--- config.mk ---
export PLATFORM = sky130hd
export DESIGN_NAME = ccs_core_state
export DESIGN_NICKNAME = d
export VERILOG_FILES = /design/src/hw/ccs_pkg.sv /design/src/hw/ccs_core_state.sv /design/src/hw/ccs_ret_stack.sv /design/src/hw/ccs_reset_seq.sv
export SDC_FILE = /design/constraint.sdc
export NUM_CORES = 1
export LEC_CHECK = 0
export ABC_AREA = 1
export BUFFER_PORTS_ARGS = -buffer_cell sky130_fd_sc_hd__clkbuf_2
export CORE_MARGIN = 3
export CORE_UTILIZATION = 50
export DETAILED_ROUTE_END_ITERATION = 10
export GPL_ROUTABILITY_DRIVEN = 0
export GPL_TIMING_DRIVEN = 0
export HOLD_SLACK_MARGIN = 0.15
export PLACE_DENSITY = 0.72
export SLEW_MARGIN = 20
export SYNTH_ARGS = -nofsm -noshare
export SYNTH_HDL_FRONTEND = slang
export SYNTH_HIERARCHICAL = 1
export SYNTH_SLANG_ARGS = --single-unit
--- constraint.sdc ---
create_clock -name clock_in -period 2.14 [get_ports clock_in]
set_clock_uncertainty 0.05 [all_clocks]
set_input_delay 0.642 -clock clock_in [delete_from_list [all_inputs] [get_ports clock_in]]
set_output_delay 0.642 -clock clock_in [all_outputs]
set_load 0.01 [all_outputs]
--- src/hw/ccs_pkg.sv ---
// Notes on behaviour
// - Eight-bit accumulator for all ALU work except bit test, also data-space location FFh.
// - Two pointer registers at data-space 80h and 81h, any direct mode.
// - Two short-direct registers at data-space 82h and 83h.
// - Twelve-bit program counter holds next program address, reaching 4096 bytes.
// - Program space beyond 4096 bytes is reached through a bank register.
// - Counter loads jump, call, branch, vector or popped value, holds on the hold op, else adds one.
// - Three carry/zero pairs: normal, maskable and non-maskable context.
// - Interrupt entry switches pair, return from non-maskable restores previous pair, from maskable selects normal, nothing cleared.
// - Only the active context's flag pair can be read or changed.
// - Carry follows carry or borrow, bit test copies bit, rotate uses carry.
// - Zero flag set for zero result of arithmetic or logic, else cleared.
// - After reset the core runs in non-maskable context with its flags.
// - Six-level twelve-bit return stack; push shifts down, counter enters level one.
// - Return pops level one into counter and shifts remaining levels up.
// - Pushing a full stack drops the deepest entry; depth stays six.
// - Return on empty stack leaves it unchanged and continues sequentially.
// - Core runs at internal clock over 13, converter and watchdog over 12.
// - Instructions take two, four or five machine cycles of one tick each; the core takes every op on a single tick.
// - Reset from external pin, power-on or watchdog; held while pin low.
// - Reset in run or wait halts core, ports to pulled-up inputs, oscillator restarts on pin or power-on reset, not on watchdog.
// - Reset in stop starts oscillator, ports pulled-up inputs, init after delay.
// - Internal reset released 2048 internal clocks after the external release.
// - Reset clears the stack and loads the counter with vector 0FFEh.
package ccs_pkg;
	localparam int unsigned PC_W        = 12;
	localparam int unsigned BANK_W      = 4;
	localparam int unsigned CORE_DIV    = 13;
	localparam int unsigned CONV_DIV    = 12;
	localparam int unsigned RESET_DELAY = 2048;
	localparam int unsigned STACK_DEPTH = 6;
	localparam logic [7:0] ADDR_PTR_FIRST  = 8'h80;
	localparam logic [7:0] ADDR_PTR_SECOND = 8'h81;
	localparam logic [7:0] ADDR_SD_FIRST   = 8'h82;
	localparam logic [7:0] ADDR_SD_SECOND  = 8'h83;
	localparam logic [7:0] ADDR_ACC        = 8'hff;
	localparam logic [7:0] DATA_RESET      = 8'h00;
	localparam logic [11:0] RESET_VECTOR   = 12'hffe;

	typedef enum logic [2:0] {
		CTX_NORMAL = 3'b001,
		CTX_IRQ    = 3'b010,
		CTX_NMI    = 3'b100
	} ccs_ctx_e;

	typedef enum logic [3:0] {
		PC_HOLD   = 4'h0,
		PC_NEXT   = 4'h1,
		PC_JUMP   = 4'h2,
		PC_CALL   = 4'h3,
		PC_BRANCH = 4'h4,
		PC_IRQ    = 4'h5,
		PC_NMI    = 4'h6,
		PC_RET    = 4'h7,
		PC_INTERRUPT_RETURN_INSTR   = 4'h8
	} ccs_pc_op_e;

	typedef enum logic [2:0] {
		ALU_NONE  = 3'h0,
		ALU_ADD   = 3'h1,
		ALU_SUB   = 3'h2,
		ALU_AND   = 3'h3,
		ALU_OR    = 3'h4,
		ALU_BTEST = 3'h5,
		ALU_RLC   = 3'h6
	} ccs_alu_op_e;

	typedef struct packed {
		ccs_pc_op_e  pc_op;
		ccs_alu_op_e alu_op;
		logic [11:0] target;
		logic [7:0]  operand;
		logic [2:0]  bit_sel;
	} ccs_op_s;

	typedef struct packed {
		logic [7:0] addr;
		logic       rd;
		logic       wr;
		logic [7:0] wdata;
	} ccs_dsp_s;
endpackage : ccs_pkg

--- src/hw/ccs_core_state.sv ---
`timescale 1ns/1ns
`default_nettype none
module ccs_core_state #(
	parameter int unsigned CORE_DIV    = ccs_pkg::CORE_DIV,
	parameter int unsigned CONV_DIV    = ccs_pkg::CONV_DIV,
	parameter int unsigned RESET_DELAY = ccs_pkg::RESET_DELAY
) (
	input  wire logic                         clock_in,
	input  wire logic                         rst_n_in,
	input  wire logic                         ext_reset_n_in,
	input  wire logic                         por_in,
	input  wire logic                         wdg_timeout_in,
	input  wire logic                         op_valid_in,
	input  wire ccs_pkg::ccs_op_s             op_in,
	input  wire logic [11:0]                  vector_in,
	input  wire logic [ccs_pkg::BANK_W-1:0]   bank_in,
	input  wire ccs_pkg::ccs_dsp_s            dsp_in,
	output logic      [7:0]                   dsp_rdata_out,
	output logic                              dsp_hit_out,
	output logic      [11:0]                  pc_out,
	output logic      [ccs_pkg::BANK_W-1:0]   prog_bank_out,
	output logic                              core_tick_out,
	output logic                              conv_tick_out,
	output logic      [2:0]                   ctx_out,
	output logic                              carry_out,
	output logic                              zero_out,
	output logic      [7:0]                   acc_out,
	output logic                              stack_empty_out,
	output logic                              core_rst_out,
	output logic                              osc_restart_out
);
	logic [3:0]  core_cnt;
	logic [3:0]  conv_cnt;
	logic [11:0] pc;
	logic [7:0]  accumulator;
	logic [7:0]  pointer_reg_first;
	logic [7:0]  pointer_reg_second;
	logic [7:0]  short_direct_first;
	logic [7:0]  short_direct_second;
	logic [2:0]  carry_bank;
	logic [2:0]  zero_bank;
	ccs_pkg::ccs_ctx_e ctx;
	ccs_pkg::ccs_ctx_e nmi_prev;
	ccs_pkg::ccs_ctx_e next_ctx;
	logic [11:0] next_pc;
	logic        push;
	logic        pop;
	logic [11:0] stack_top;
	logic        stack_empty;
	logic        next_carry;
	logic        next_zero;
	logic [7:0]  next_acc;
	logic        acc_load;
	logic        flag_load;

	if (CORE_DIV < 2 || CORE_DIV > 16 || CONV_DIV < 2 || CONV_DIV > 16) begin : bad_div
		$error("Clock dividers must lie between 2 and 16.");
	end

	ccs_reset_seq #(
		.DELAY(RESET_DELAY)
	) u_reset (
		.clock_in       (clock_in),
		.rst_n_in       (rst_n_in),
		.ext_reset_n_in (ext_reset_n_in),
		.por_in         (por_in),
		.wdg_timeout_in (wdg_timeout_in),
		.core_rst_out   (core_rst_out),
		.osc_restart_out(osc_restart_out)
	);

	ccs_ret_stack #(
		.DEPTH(ccs_pkg::STACK_DEPTH),
		.WIDTH(ccs_pkg::PC_W)
	) u_stack (
		.clock_in    (clock_in),
		.rst_n_in    (rst_n_in),
		.clear_in    (core_rst_out),
		.push_in     (push),
		.pop_in      (pop),
		.push_data_in(pc),
		.top_out     (stack_top),
		.empty_out   (stack_empty)
	);

	wire core_wrap = (core_cnt == 4'(CORE_DIV - 1));
	wire conv_wrap = (conv_cnt == 4'(CONV_DIV - 1));
	always_ff @(posedge clock_in or negedge rst_n_in) begin
		if (!rst_n_in) begin
			core_cnt      <= 4'h0;
			conv_cnt      <= 4'h0;
			core_tick_out <= 1'b0;
			conv_tick_out <= 1'b0;
		end else begin
			core_cnt      <= core_wrap ? 4'h0 : core_cnt + 4'h1;
			conv_cnt      <= conv_wrap ? 4'h0 : conv_cnt + 4'h1;
			core_tick_out <= core_wrap;
			conv_tick_out <= conv_wrap;
		end
	end

	// The core stays halted for as long as internal reset is held.
	wire take = core_tick_out & op_valid_in & ~core_rst_out;
	wire [11:0] pc_inc = pc + 12'h001;
	wire [11:0] pc_rel = pc + {{4{op_in.operand[7]}}, op_in.operand};
	wire carry_now = |(carry_bank & ctx);
	wire zero_now  = |(zero_bank & ctx);
	wire [8:0] sum9  = {1'b0, accumulator} + {1'b0, op_in.operand};
	wire [8:0] diff9 = {1'b0, accumulator} - {1'b0, op_in.operand};
	wire [7:0] and8  = accumulator & op_in.operand;
	wire [7:0] or8   = accumulator | op_in.operand;

	always_comb begin
		next_pc  = pc;
		next_ctx = ctx;
		push     = 1'b0;
		pop      = 1'b0;
		if (take) begin
			case (op_in.pc_op)
				ccs_pkg::PC_NEXT:   next_pc = pc_inc;
				ccs_pkg::PC_JUMP:   next_pc = op_in.target;
				ccs_pkg::PC_CALL: begin
					next_pc = op_in.target;
					push    = 1'b1;
				end
				ccs_pkg::PC_BRANCH: next_pc = pc_rel;
				ccs_pkg::PC_IRQ: begin
					next_pc  = vector_in;
					push     = 1'b1;
					next_ctx = ccs_pkg::CTX_IRQ;
				end
				ccs_pkg::PC_NMI: begin
					next_pc  = vector_in;
					push     = 1'b1;
					next_ctx = ccs_pkg::CTX_NMI;
				end
				ccs_pkg::PC_RET, ccs_pkg::PC_INTERRUPT_RETURN_INSTR: begin
					pop     = 1'b1;
					next_pc = stack_empty ? pc_inc : stack_top;
					if (op_in.pc_op == ccs_pkg::PC_INTERRUPT_RETURN_INSTR) begin
						next_ctx = (ctx == ccs_pkg::CTX_NMI) ? nmi_prev : ccs_pkg::CTX_NORMAL;
					end
				end
				default:            next_pc = pc;
			endcase
		end
	end

	always_comb begin
		next_carry = carry_now;
		next_zero  = zero_now;
		next_acc   = accumulator;
		acc_load   = 1'b0;
		flag_load  = take;
		case (op_in.alu_op)
			ccs_pkg::ALU_ADD: begin
				{next_carry, next_acc} = sum9;
				acc_load = 1'b1;
			end
			ccs_pkg::ALU_SUB: begin
				{next_carry, next_acc} = diff9;
				acc_load = 1'b1;
			end
			ccs_pkg::ALU_AND: begin
				next_acc = and8;
				acc_load = 1'b1;
			end
			ccs_pkg::ALU_OR: begin
				next_acc = or8;
				acc_load = 1'b1;
			end
			ccs_pkg::ALU_BTEST: next_carry = op_in.operand[op_in.bit_sel];
			ccs_pkg::ALU_RLC: begin
				{next_carry, next_acc} = {accumulator, carry_now};
				acc_load = 1'b1;
			end
			default:            flag_load = 1'b0;
		endcase
		if (acc_load) begin
			next_zero = (next_acc == 8'h00);
		end
	end

	wire hit_acc = (dsp_in.addr == ccs_pkg::ADDR_ACC);
	wire hit_xf  = (dsp_in.addr == ccs_pkg::ADDR_PTR_FIRST);
	wire hit_xs  = (dsp_in.addr == ccs_pkg::ADDR_PTR_SECOND);
	wire hit_sf  = (dsp_in.addr == ccs_pkg::ADDR_SD_FIRST);
	wire hit_ss  = (dsp_in.addr == ccs_pkg::ADDR_SD_SECOND);
	wire hit_any = hit_acc | hit_xf | hit_xs | hit_sf | hit_ss;
	wire [7:0] rd_mux = hit_acc ? accumulator :
		hit_xf ? pointer_reg_first :
		hit_xs ? pointer_reg_second :
		hit_sf ? short_direct_first :
		hit_ss ? short_direct_second : 8'h00;

	always_ff @(posedge clock_in or negedge rst_n_in) begin
		if (!rst_n_in) begin
			pointer_reg_first   <= ccs_pkg::DATA_RESET;
			pointer_reg_second  <= ccs_pkg::DATA_RESET;
			short_direct_first  <= ccs_pkg::DATA_RESET;
			short_direct_second <= ccs_pkg::DATA_RESET;
		end else if (dsp_in.wr) begin
			if (hit_xf) pointer_reg_first <= dsp_in.wdata;
			if (hit_xs) pointer_reg_second <= dsp_in.wdata;
			if (hit_sf) short_direct_first <= dsp_in.wdata;
			if (hit_ss) short_direct_second <= dsp_in.wdata;
		end
	end

	// An ALU result beats a data-space store to the accumulator in the same cycle.
	always_ff @(posedge clock_in or negedge rst_n_in) begin
		if (!rst_n_in) begin
			accumulator <= ccs_pkg::DATA_RESET;
		end else if (take && acc_load) begin
			accumulator <= next_acc;
		end else if (dsp_in.wr && hit_acc) begin
			accumulator <= dsp_in.wdata;
		end
	end

	always_ff @(posedge clock_in or negedge rst_n_in) begin
		if (!rst_n_in) begin
			dsp_rdata_out <= 8'h00;
			dsp_hit_out   <= 1'b0;
		end else begin
			dsp_rdata_out <= dsp_in.rd ? rd_mux : 8'h00;
			dsp_hit_out   <= dsp_in.rd & hit_any;
		end
	end

	always_ff @(posedge clock_in or negedge rst_n_in) begin
		if (!rst_n_in) begin
			pc       <= ccs_pkg::RESET_VECTOR;
			ctx      <= ccs_pkg::CTX_NMI;
			nmi_prev <= ccs_pkg::CTX_NORMAL;
		end else if (core_rst_out) begin
			pc       <= ccs_pkg::RESET_VECTOR;
			ctx      <= ccs_pkg::CTX_NMI;
			nmi_prev <= ccs_pkg::CTX_NORMAL;
		end else begin
			pc  <= next_pc;
			ctx <= next_ctx;
			if (take && op_in.pc_op == ccs_pkg::PC_NMI) begin
				nmi_prev <= ctx;
			end
		end
	end

	wire [2:0] bank_sel        = ctx;
	wire [2:0] carry_upd       = (carry_bank & ~bank_sel) | (bank_sel & {3{next_carry}});
	wire [2:0] zero_upd        = (zero_bank & ~bank_sel) | (bank_sel & {3{next_zero}});
	wire [2:0] next_carry_bank = flag_load ? carry_upd : carry_bank;
	wire [2:0] next_zero_bank  = flag_load ? zero_upd : zero_bank;
	// The flag outputs follow the context that is active after this edge, not the one before it.
	wire [2:0] ctx_after       = core_rst_out ? ccs_pkg::CTX_NMI : next_ctx;
	always_ff @(posedge clock_in or negedge rst_n_in) begin
		if (!rst_n_in) begin
			carry_bank <= 3'h0;
			zero_bank  <= 3'h0;
		end else begin
			carry_bank <= next_carry_bank;
			zero_bank  <= next_zero_bank;
		end
	end

	always_ff @(posedge clock_in or negedge rst_n_in) begin
		if (!rst_n_in) begin
			prog_bank_out <= '0;
			carry_out     <= 1'b0;
			zero_out      <= 1'b0;
		end else begin
			prog_bank_out <= bank_in;
			carry_out     <= |(next_carry_bank & ctx_after);
			zero_out      <= |(next_zero_bank & ctx_after);
		end
	end

	assign pc_out          = pc;
	assign ctx_out         = ctx;
	assign acc_out         = accumulator;
	assign stack_empty_out = stack_empty;

	core_tick_gap_a: assert property (@(posedge clock_in) disable iff (!rst_n_in)
		core_tick_out |=> !core_tick_out [*8])
		else $error("Core ticks closer than the divider allows.");
	pc_step_a: assert property (@(posedge clock_in) disable iff (!rst_n_in)
		(take && op_in.pc_op == ccs_pkg::PC_NEXT) |=> pc == $past(pc) + 12'h001)
		else $error("Counter did not advance by one.");
	branch_wrap_a: assert property (@(posedge clock_in) disable iff (!rst_n_in)
		(take && op_in.pc_op == ccs_pkg::PC_BRANCH) |=> (pc == $past(pc_rel) && $stable(prog_bank_out)))
		else $error("Branch target or bank wrong.");
	reset_entry_a: assert property (@(posedge clock_in) disable iff (!rst_n_in)
		$fell(core_rst_out) |-> (pc == ccs_pkg::RESET_VECTOR && ctx == ccs_pkg::CTX_NMI && stack_empty))
		else $error("Core left reset without vector, context or empty stack.");
	flags_kept_a: assert property (@(posedge clock_in) disable iff (!rst_n_in)
		(ctx != $past(ctx) && !$past(flag_load)) |-> ($stable(carry_bank) && $stable(zero_bank)))
		else $error("Context switch altered stored flags.");
	zero_flag_a: assert property (@(posedge clock_in) disable iff (!rst_n_in)
		(take && op_in.alu_op == ccs_pkg::ALU_ADD) |=> ((|(zero_bank & $past(ctx))) == (accumulator == 8'h00)))
		else $error("Zero flag does not match the result.");
	acc_store_a: assert property (@(posedge clock_in) disable iff (!rst_n_in)
		(dsp_in.wr && hit_acc && !(take && acc_load)) |=> accumulator == $past(dsp_in.wdata))
		else $error("Accumulator not written through data space.");
	interrupt_return_instr_restore_a: assert property (@(posedge clock_in) disable iff (!rst_n_in)
		(take && op_in.pc_op == ccs_pkg::PC_INTERRUPT_RETURN_INSTR && ctx == ccs_pkg::CTX_IRQ) |=> ctx == ccs_pkg::CTX_NORMAL)
		else $error("Interrupt return did not restore the normal pair.");
endmodule : ccs_core_state
`default_nettype wire

--- src/hw/ccs_ret_stack.sv ---
`timescale 1ns/1ns
`default_nettype none
module ccs_ret_stack #(
	parameter int unsigned DEPTH = ccs_pkg::STACK_DEPTH,
	parameter int unsigned WIDTH = ccs_pkg::PC_W
) (
	input  wire logic             clock_in,
	input  wire logic             rst_n_in,
	input  wire logic             clear_in,
	input  wire logic             push_in,
	input  wire logic             pop_in,
	input  wire logic [WIDTH-1:0] push_data_in,
	output logic      [WIDTH-1:0] top_out,
	output logic                  empty_out
);
	localparam int unsigned FW = $clog2(DEPTH + 1);
	logic [WIDTH-1:0] level [DEPTH];
	logic [FW-1:0]    fill;

	if (DEPTH < 2) begin : bad_depth
		$error("Stack depth must be at least two.");
	end

	assign top_out   = level[0];

	for (genvar i = 0; i < DEPTH; i++) begin : lvl
		always_ff @(posedge clock_in or negedge rst_n_in) begin
			if (!rst_n_in) begin
				level[i] <= '0;
			end else if (clear_in) begin
				level[i] <= '0;
			end else if (push_in) begin
				if (i == 0) begin
					level[i] <= push_data_in;
				end else begin
					level[i] <= level[(i == 0) ? 0 : i-1];
				end
			end else if (pop_in && !empty_out) begin
				level[i] <= (i == DEPTH-1) ? '0 : level[(i == DEPTH-1) ? i : i+1];
			end
		end
	end

	always_ff @(posedge clock_in or negedge rst_n_in) begin
		if (!rst_n_in) begin
			fill <= '0;
		end else if (clear_in) begin
			fill <= '0;
		end else if (push_in && fill != FW'(DEPTH)) begin
			fill <= fill + 1'b1;
		end else if (pop_in && !push_in && !empty_out) begin
			fill <= fill - 1'b1;
		end
	end

	// The empty flag has its own flop so that it leaves the core registered.
	always_ff @(posedge clock_in or negedge rst_n_in) begin
		if (!rst_n_in) begin
			empty_out <= 1'b1;
		end else if (clear_in) begin
			empty_out <= 1'b1;
		end else if (push_in) begin
			empty_out <= 1'b0;
		end else if (pop_in && fill == FW'(1)) begin
			empty_out <= 1'b1;
		end
	end

	full_push_a: assert property (@(posedge clock_in) disable iff (!rst_n_in)
		(fill == FW'(DEPTH) && push_in && !clear_in) |=> (fill == FW'(DEPTH) && top_out == $past(push_data_in)))
		else $error("Full stack did not stay at maximum depth.");
	empty_pop_a: assert property (@(posedge clock_in) disable iff (!rst_n_in)
		(empty_out && pop_in && !push_in && !clear_in) |=> (empty_out && $stable(top_out)))
		else $error("Pop on empty stack changed it.");
endmodule : ccs_ret_stack
`default_nettype wire

--- src/hw/ccs_reset_seq.sv ---
`timescale 1ns/1ns
`default_nettype none
module ccs_reset_seq #(
	parameter int unsigned DELAY = ccs_pkg::RESET_DELAY
) (
	input  wire logic clock_in,
	input  wire logic rst_n_in,
	input  wire logic ext_reset_n_in,
	input  wire logic por_in,
	input  wire logic wdg_timeout_in,
	output logic      core_rst_out,
	output logic      osc_restart_out
);
	localparam int unsigned CW = $clog2(DELAY + 1);
	logic [1:0]    sync0;
	logic [1:0]    sync1;
	logic [1:0]    sync2;
	logic [1:0]    held;
	logic          held_q;
	logic [CW-1:0] cnt;
	wire           held_any = |held;
	wire           rst_req  = held_any | wdg_timeout_in;

	if (DELAY < 2) begin : bad_delay
		$error("Reset delay must be at least two cycles.");
	end

	// A pin level is believed only once the second and third stages agree.
	always_ff @(posedge clock_in or negedge rst_n_in) begin
		if (!rst_n_in) begin
			sync0 <= 2'h3;
			sync1 <= 2'h3;
			sync2 <= 2'h3;
			held  <= 2'h3;
		end else begin
			sync0 <= {por_in, ~ext_reset_n_in};
			sync1 <= sync0;
			sync2 <= sync1;
			for (int k = 0; k < 2; k++) begin
				if (sync1[k] == sync2[k]) begin
					held[k] <= sync2[k];
				end
			end
		end
	end

	always_ff @(posedge clock_in or negedge rst_n_in) begin
		if (!rst_n_in) begin
			cnt          <= '0;
			core_rst_out <= 1'b1;
		end else if (rst_req) begin
			cnt          <= '0;
			core_rst_out <= 1'b1;
		end else if (core_rst_out && cnt == CW'(DELAY - 1)) begin
			core_rst_out <= 1'b0;
		end else if (core_rst_out) begin
			cnt <= cnt + 1'b1;
		end
	end

	always_ff @(posedge clock_in or negedge rst_n_in) begin
		if (!rst_n_in) begin
			held_q          <= 1'b1;
			osc_restart_out <= 1'b0;
		end else begin
			held_q          <= held_any;
			osc_restart_out <= held_any & ~held_q;
		end
	end

	release_delay_a: assert property (@(posedge clock_in) disable iff (!rst_n_in)
		$fell(core_rst_out) |-> ($past(cnt) == CW'(DELAY - 1) && !$past(rst_req)))
		else $error("Internal reset released before the delay expired.");
	reset_hold_a: assert property (@(posedge clock_in) disable iff (!rst_n_in)
		rst_req |=> core_rst_out [*2])
		else $error("Reset request did not hold internal reset.");
endmodule : ccs_reset_seq
`default_nettype wire

; Word level (Yosys, flattened, before mapping)
; Index checks and enable logic that the tools add are counted.
[classes]
addsub = 9
n_lt_le_gt_ge = 1
n_eq_ne = 28
n_mux = 63
bitwise = 25
reduce_logical = 38
[op_table]
columns = operator, n
row1 = 12-bit two-way mux, 24
row2 = 8-bit two-way mux, 8
row3 = 12-bit one-hot mux with 5 select lines, 1
row4 = 8-bit == test (second input constant), 5
row5 = 8-bit one-hot mux with 5 select lines, 1
row6 = 3-bit two-way mux, 11
row7 = 12-bit by 1-bit adder with 12-bit output (second input constant), 2
row8 = 3-bit bitwise AND, 8
row9 = 4-bit by 3-bit == test with 1-bit output (second input constant), 4
row10 = 3-bit OR reduction, 5
row11 = 1-bit two-way mux, 13
row12 = 12-bit adder, 1
row13 = 12-bit by 11-bit == test with 1-bit output (second input constant), 1
row14 = 3-bit == test (second input constant), 4
row15 = 4-bit == test (second input constant), 3
row16 = 2-bit AND reduction, 6
row17 = 2-bit nonzero test, 5
row18 = 8-bit by 8-bit adder with 9-bit output, 1
row19 = 1-bit logical AND, 9
row20 = 3-bit one-hot mux with 3 select lines, 1
row21 = 3-bit nonzero test, 3
row22 = 8-bit by 8-bit subtractor with 9-bit output, 1
row23 = 4-bit by 1-bit adder with 4-bit output (second input constant), 2
row24 = 8-bit bitwise AND, 1
row25 = 25 further kinds, 44
[totals]
ff_bits = 188
inputBits = 70

; Longest topological paths before layout
[depth]
depth_word = 10
ltp_mapped = 16
mapped_depth_nobuf = 16

; Cells and area by module
; Netlist, hierarchy kept.
[modules_own_cells]
columns = module, instances, cells_each, area_each_um2
row1 = ccs_core_state, 1, 887, 6357.3
row2 = ccs_ret_stack, 1, 538, 3965.1
row3 = ccs_reset_seq, 1, 129, 1092.3

; Worst setup path after synthesis
; Ideal clock, no wire load.
[synth_path]
path_kind = input-to-reg
from = input port op_in[3] in the netlist's numbering
to = register carry_out
arrival_ns = 2.223
setup_slack_ns = -0.257
path_stages = 14
path_buffers = 0
path_cell_list = ha_1 -> fa_1 -> o21ai_0 -> o21ai_0 -> nor2_1 -> o21ai_0 -> nand2_1 -> nand2_1 -> nand2_1 -> nand2_1 -> nor2_1 -> nand3_1 -> nand3_1 -> nand3_1
[synth_between]
elab_chain_cells = 8
word_cells_on_any_way = 10
classes_between = add/sub: 2 / mux: 4 / bitwise: 3 / reduce/logical: 1
[synth_rtl]
columns = item, line_no
row1 = "start, declared", ccs_core_state.sv:14  ; input wire ccs_pkg::ccs_op_s op_in,
row2 = branches (longest 2 deep; another with 8-bit by 8-bit subtractor with 9-bit output), -
row3 = 1-bit one-hot mux with 4 select lines *, ccs_core_state.sv:155  ; case (op_in.alu_op)
row4 = 3-bit bitwise AND *, ccs_core_state.sv:250  ; wire [2:0] carry_upd = (carry_bank & ~bank_sel) | (bank_sel & {3{next_carry}});
row5 = 3-bit OR *, ccs_core_state.sv:250
row6 = 3-bit two-way mux *, ccs_core_state.sv:252  ; wire [2:0] next_carry_bank = flag_load ? carry_upd : carry_bank;
row7 = 3-bit bitwise AND *, ccs_core_state.sv:273  ; carry_out <= |(next_carry_bank & ctx_after);
row8 = 3-bit OR reduction *, ccs_core_state.sv:273
row9 = "end signal, assigned", ccs_core_state.sv:273
row10 = "end, declared", ccs_core_state.sv:25  ; output logic carry_out,
; Every way passes the cells marked *. The select of a mux whose other input is x is not followed.
; A chain may end at the register's enable or synchronous reset.

; Worst setup path after layout
[layout_path]
from = register accumulator[0], in the netlist acc_out[0]
to = register zero_out
[layout_between]
elab_chain_cells = 9
word_cells_on_any_way = 12
classes_between = add/sub: 2 / mux: 3 / bitwise: 5 / reduce/logical: 2
[layout_rtl]
columns = item, line_no
row1 = "start, declared", ccs_core_state.sv:35  ; logic [7:0] accumulator;
row2 = "start signal, assigned", ccs_core_state.sv:213  ; accumulator <= ccs_pkg::DATA_RESET;
row3 = "start signal, assigned", ccs_core_state.sv:215  ; accumulator <= next_acc;
row4 = "start signal, assigned", ccs_core_state.sv:217  ; accumulator <= dsp_in.wdata;
row5 = "8-bit by 8-bit subtractor with 9-bit output, or another cell as far along", ccs_core_state.sv:109  ; wire [8:0] diff9 = {1'b0, accumulator} - {1'b0, op_in.operand};
row6 = 8-bit one-hot mux with 5 select lines *, ccs_core_state.sv:155
row7 = 8-bit logical NOT *, ccs_core_state.sv:180  ; next_zero = (next_acc == 8'h00);
row8 = 1-bit two-way mux *, ccs_core_state.sv:179  ; if (acc_load) begin
row9 = 3-bit bitwise AND *, ccs_core_state.sv:251  ; wire [2:0] zero_upd = (zero_bank & ~bank_sel) | (bank_sel & {3{next_zero}});
row10 = 3-bit OR *, ccs_core_state.sv:251
row11 = 3-bit two-way mux *, ccs_core_state.sv:253  ; wire [2:0] next_zero_bank = flag_load ? zero_upd : zero_bank;
row12 = 3-bit bitwise AND *, ccs_core_state.sv:274  ; zero_out <= |(next_zero_bank & ctx_after);
row13 = 3-bit OR reduction *, ccs_core_state.sv:274
row14 = "end signal, assigned", ccs_core_state.sv:274
row15 = "end, declared", ccs_core_state.sv:26  ; output logic zero_out,
; Every way passes the cells marked *; elsewhere a longest branch is shown, timed or not.

==> impl_metrics.toml <==
[synth]
async_flop_share_pct = 100.0
yosysTopAreaCell = "dfrtp_1"
yosysUniqueCellTypes = 54
syn-num-nets = 1671
yosysWarnings = 6
synthFlopType = "dfrtp_1"
ys_top_cells_by_area = "dfrtp_1 36%, nand2_1 12%, inv_1 6.9%, nor2_1 6.3%, o21ai_0 6.1%"
netlist_area_um2 = 11410
yosysSeqAreaShare_pct = 41.48
syn_area_per_cell_um2 = 7.345
synth_top_area_share_pct = 35.95
ys_seq_elements = 188
synth_edf_count = 0
syn_inst = 1554

[timing]
fmax_mhz = 425.7
setup_violations = 10
fin_crit_sh_pct = 109.8
slew_viol_final = 0
grt_setup_unrepaired = "yes"
setup_ws_ns = -0.2093
slew_headroom_pct = 53.14
tightest_slew_ns = 0.7004
period_minus_slack_ns = 2.349
final_hold_viol_count = 0

[drt]
vias = 11010
final_antenna_net_count = 0
dr.first_iter.drc_count = 976
first_pass_iters = 6
wirelength_mm = 31.59
wire_per_inst_um = 15.67
viasPerCell = 5.461
drc = 0

[critical_path]
critPathTopFamily = "simple AND/OR/NAND/NOR gates"
cpMaxStageDelayCell = "dfrtp_2"
crit_path_end = "zero_out"
r2r_cells = 14
cp_common_cell = "nand3_2"
crit_arrival_ns = 2.67
crit_path_end_kind = "register"
cp.required_ns = 2.46
cp_num_buf_inv = 1
r2r_slack_ns = -0.21
startpoint = "acc_out[0]"
r2r_start = "acc_out[0]"
max_stage_delay_ns = 0.45
path_max_fanout = 4
reg2reg_to = "zero_out"
crit_cells = 14
worst_setup_path_start_kind = "register"
crit_path_cell_trace = "inv_4 > ha_4 > fa_2 > o21ai_1 > o21ai_1 > nor2_1 > o21ai_2 > nand3_1 > nand2_2 > nor2_1 > nand3_2 > nand3_2 > nand3_2 > nand3_2"
critPathKind = "reg2reg"

[placed_design]
dpl.hpwl_mm = 22.75
place.port_buffers = 112

[outcome]
violations = "negative setup slack"
status = "finished with violations"

[global_routing]
grt_max_degree = 94
first_global_vias = 10230
grt_overflow = 0
antenna_found_initial = 0
globalRouteTotalUtil_pct = 25.01
grt_pass1_wl_mm = 49.87

[final_layout]
multi_input_area_um2 = 5903
fill_cells = 1950
final_cell_mix = "362 x nand2_1, 198 x inv_1, 179 x nor2_1, 157 x dfrtp_1, 115 x o21ai_0"
final_core_util_pct = 62.63
layout_commonest_cell = "nand2_1"
n_antenna_cell = 0
regArea_um2 = 4743
syn_to_final_growth_pct = 21.23
nNetsFinal = 1840
drive_gt1_share_pct = 23.44

[cts]
cts_buffers = 17
root_buffer = "clkbuf_16"
cts.sinks = 188
clkTransAtPathRegs_ns = 0.07
clk_latency_ns = 0.44
tritoncts = "built"
clockBufferDepth = 2
h-tree-depth = 4

[floorplan]
die_w_um = 157.1
num_io_pins = 113
num_rows = 54
dieHeight_um = 157.1
start_util_pct = 51.66
core-area_um2 = 22090
design.die.area_um2 = 24680

[run]
drv_cap = 0

[worst_hold_path]
hold_class = "in2reg"

[pwr]
ir_drop_uv = 490.3
power_density_nw_per_um2 = 579.9
finalPower_uw = 8024
p_leak_uw = 0.006704
==> what timing repair did <==
item / in CTS / in global routing
endpoints found under the setup margin: 98 / 81
buffers inserted: 22 / 13
pin swaps: 19 / 33
endpoints found under the hold margin: 31 / 0
resized for setup: 47 / 84
hold buffers: 1 / 0
==> flip-flops by register name (all words and copies together) (netlist names), 2 cells and up <==
signal / count
pc_out: 12
u_reset/sync2: 2
dsp_rdata_out: 8
nmi_prev: 3
u_stack/top_out: 12
conv_cnt: 4
short_direct_second: 8
u_reset/sync0: 2
pointer_reg_first: 8
acc_out: 8
ctx_out: 3
u_stack/level: 60
u_reset/held: 2
u_reset/sync1: 2
u_reset/cnt: 12
core_cnt: 4
prog_bank_out: 4
pointer_reg_second: 8
carry_bank: 3
short_direct_first: 8
u_stack/fill: 3
zero_bank: 3
==> kinds of logic (layout without fill, tap and decap cells) <==
kind of cell | after synthesis | after routing | synth area share (%)
AO/OA/AOI/OAI | 284 | 284 | 13.89
AND/OR/NAND/NOR | 735 | 735 | 27.07
multiplexers | 1 | 1 | 0.08769
buffers and inverters | 281 | 463 | 10.72
XOR/XNOR | 16 | 16 | 1.228
adder cells (fa/ha/maj) | 49 | 49 | 5.525
flip-flops | 188 | 188 | 41.48
==> synthesized netlist by cell type (all sizes together) (3+ instances only) <==
master	number
o211ai	5
xor2	11
o221ai	3
nor3	13
nand2	379
nor2	204
a22oi	3
inv	219
buf	47
nand3	105
xnor2	5
dfrtp	164
nand4	16
a22o	4
dfstp	24
a31oi	4
fa	3
a21oi	53
o22ai	20
or2	14
a221oi	7
ha	44
o21ai	172
clkbuf	13
a41oi	3
==> routing by layer <==
layer	up-vias	share of wire, %	track usage, %	wire, µm
li1	5315	-	-	-
met1	5197	42	33.16	13250
met2	419	48	41.56	15150
met3	78	6.6	3.629	2085
met4	0	3.5	9.876	1112
met5	-	0	0	0
==> stage by stage <==
stage / hold slack (ns) / worst slack (ns) / area [µm²] / setup TNS [ns] / instances
final: 0.2413 / -0.2093 / 13840 / -1.288 / 2016
after global routing: 0.2220 / -0.3138 / 13840 / -2.621 / 2016
after CTS: 0.2224 / -0.1689 / 13450 / -0.9070 / 2003
after detailed placement: 0.3016 / -0.7139 / 12520 / -59.17 / 1948
after global placement: 0.2968 / -3.217 / 12460 / -624.25 / 1946
after floorplan: 0.2952 / -0.1288 / 11550 / -0.4716 / 1554
==> where the power goes <==
group,total [µW],switching (µW),internal [µW]
registers,3670,44.3,3620
clock network,3400,1520,1880
logic,954,607,347
==> worst min path at each step <==
stage                     slack [ns]  depth (start not counted)        startpoint          endpoint
after floorplan                 0.30                          0          rst_n_in        acc_out[0]
after global placement          0.30                          0  u_reset/sync0[1]  u_reset/sync1[1]
after detailed placement        0.30                          0  u_reset/sync0[0]  u_reset/sync1[0]
after CTS                       0.22                          1            por_in  u_reset/sync0[1]
after global routing            0.22                          1            por_in  u_reset/sync0[1]
final                           0.24                          1            por_in  u_reset/sync0[1]
==> area by class of cell <==
| class | instances | share of cell area (%) |
|---|---|---|
| Clock inverter | 15 | 1.456 |
| Sequential cell | 188 | 34.28 |
| Timing Repair Buffer | 150 | 6.673 |
| Multi-Input combinational cell | 1085 | 42.66 |
| Clock buffer | 17 | 3.074 |
| Tap cell | 280 | 2.532 |
| Buffer | 60 | 3.255 |
| Inverter | 221 | 6.076 |
No activity file was read; power rests on OpenSTA's default activity.
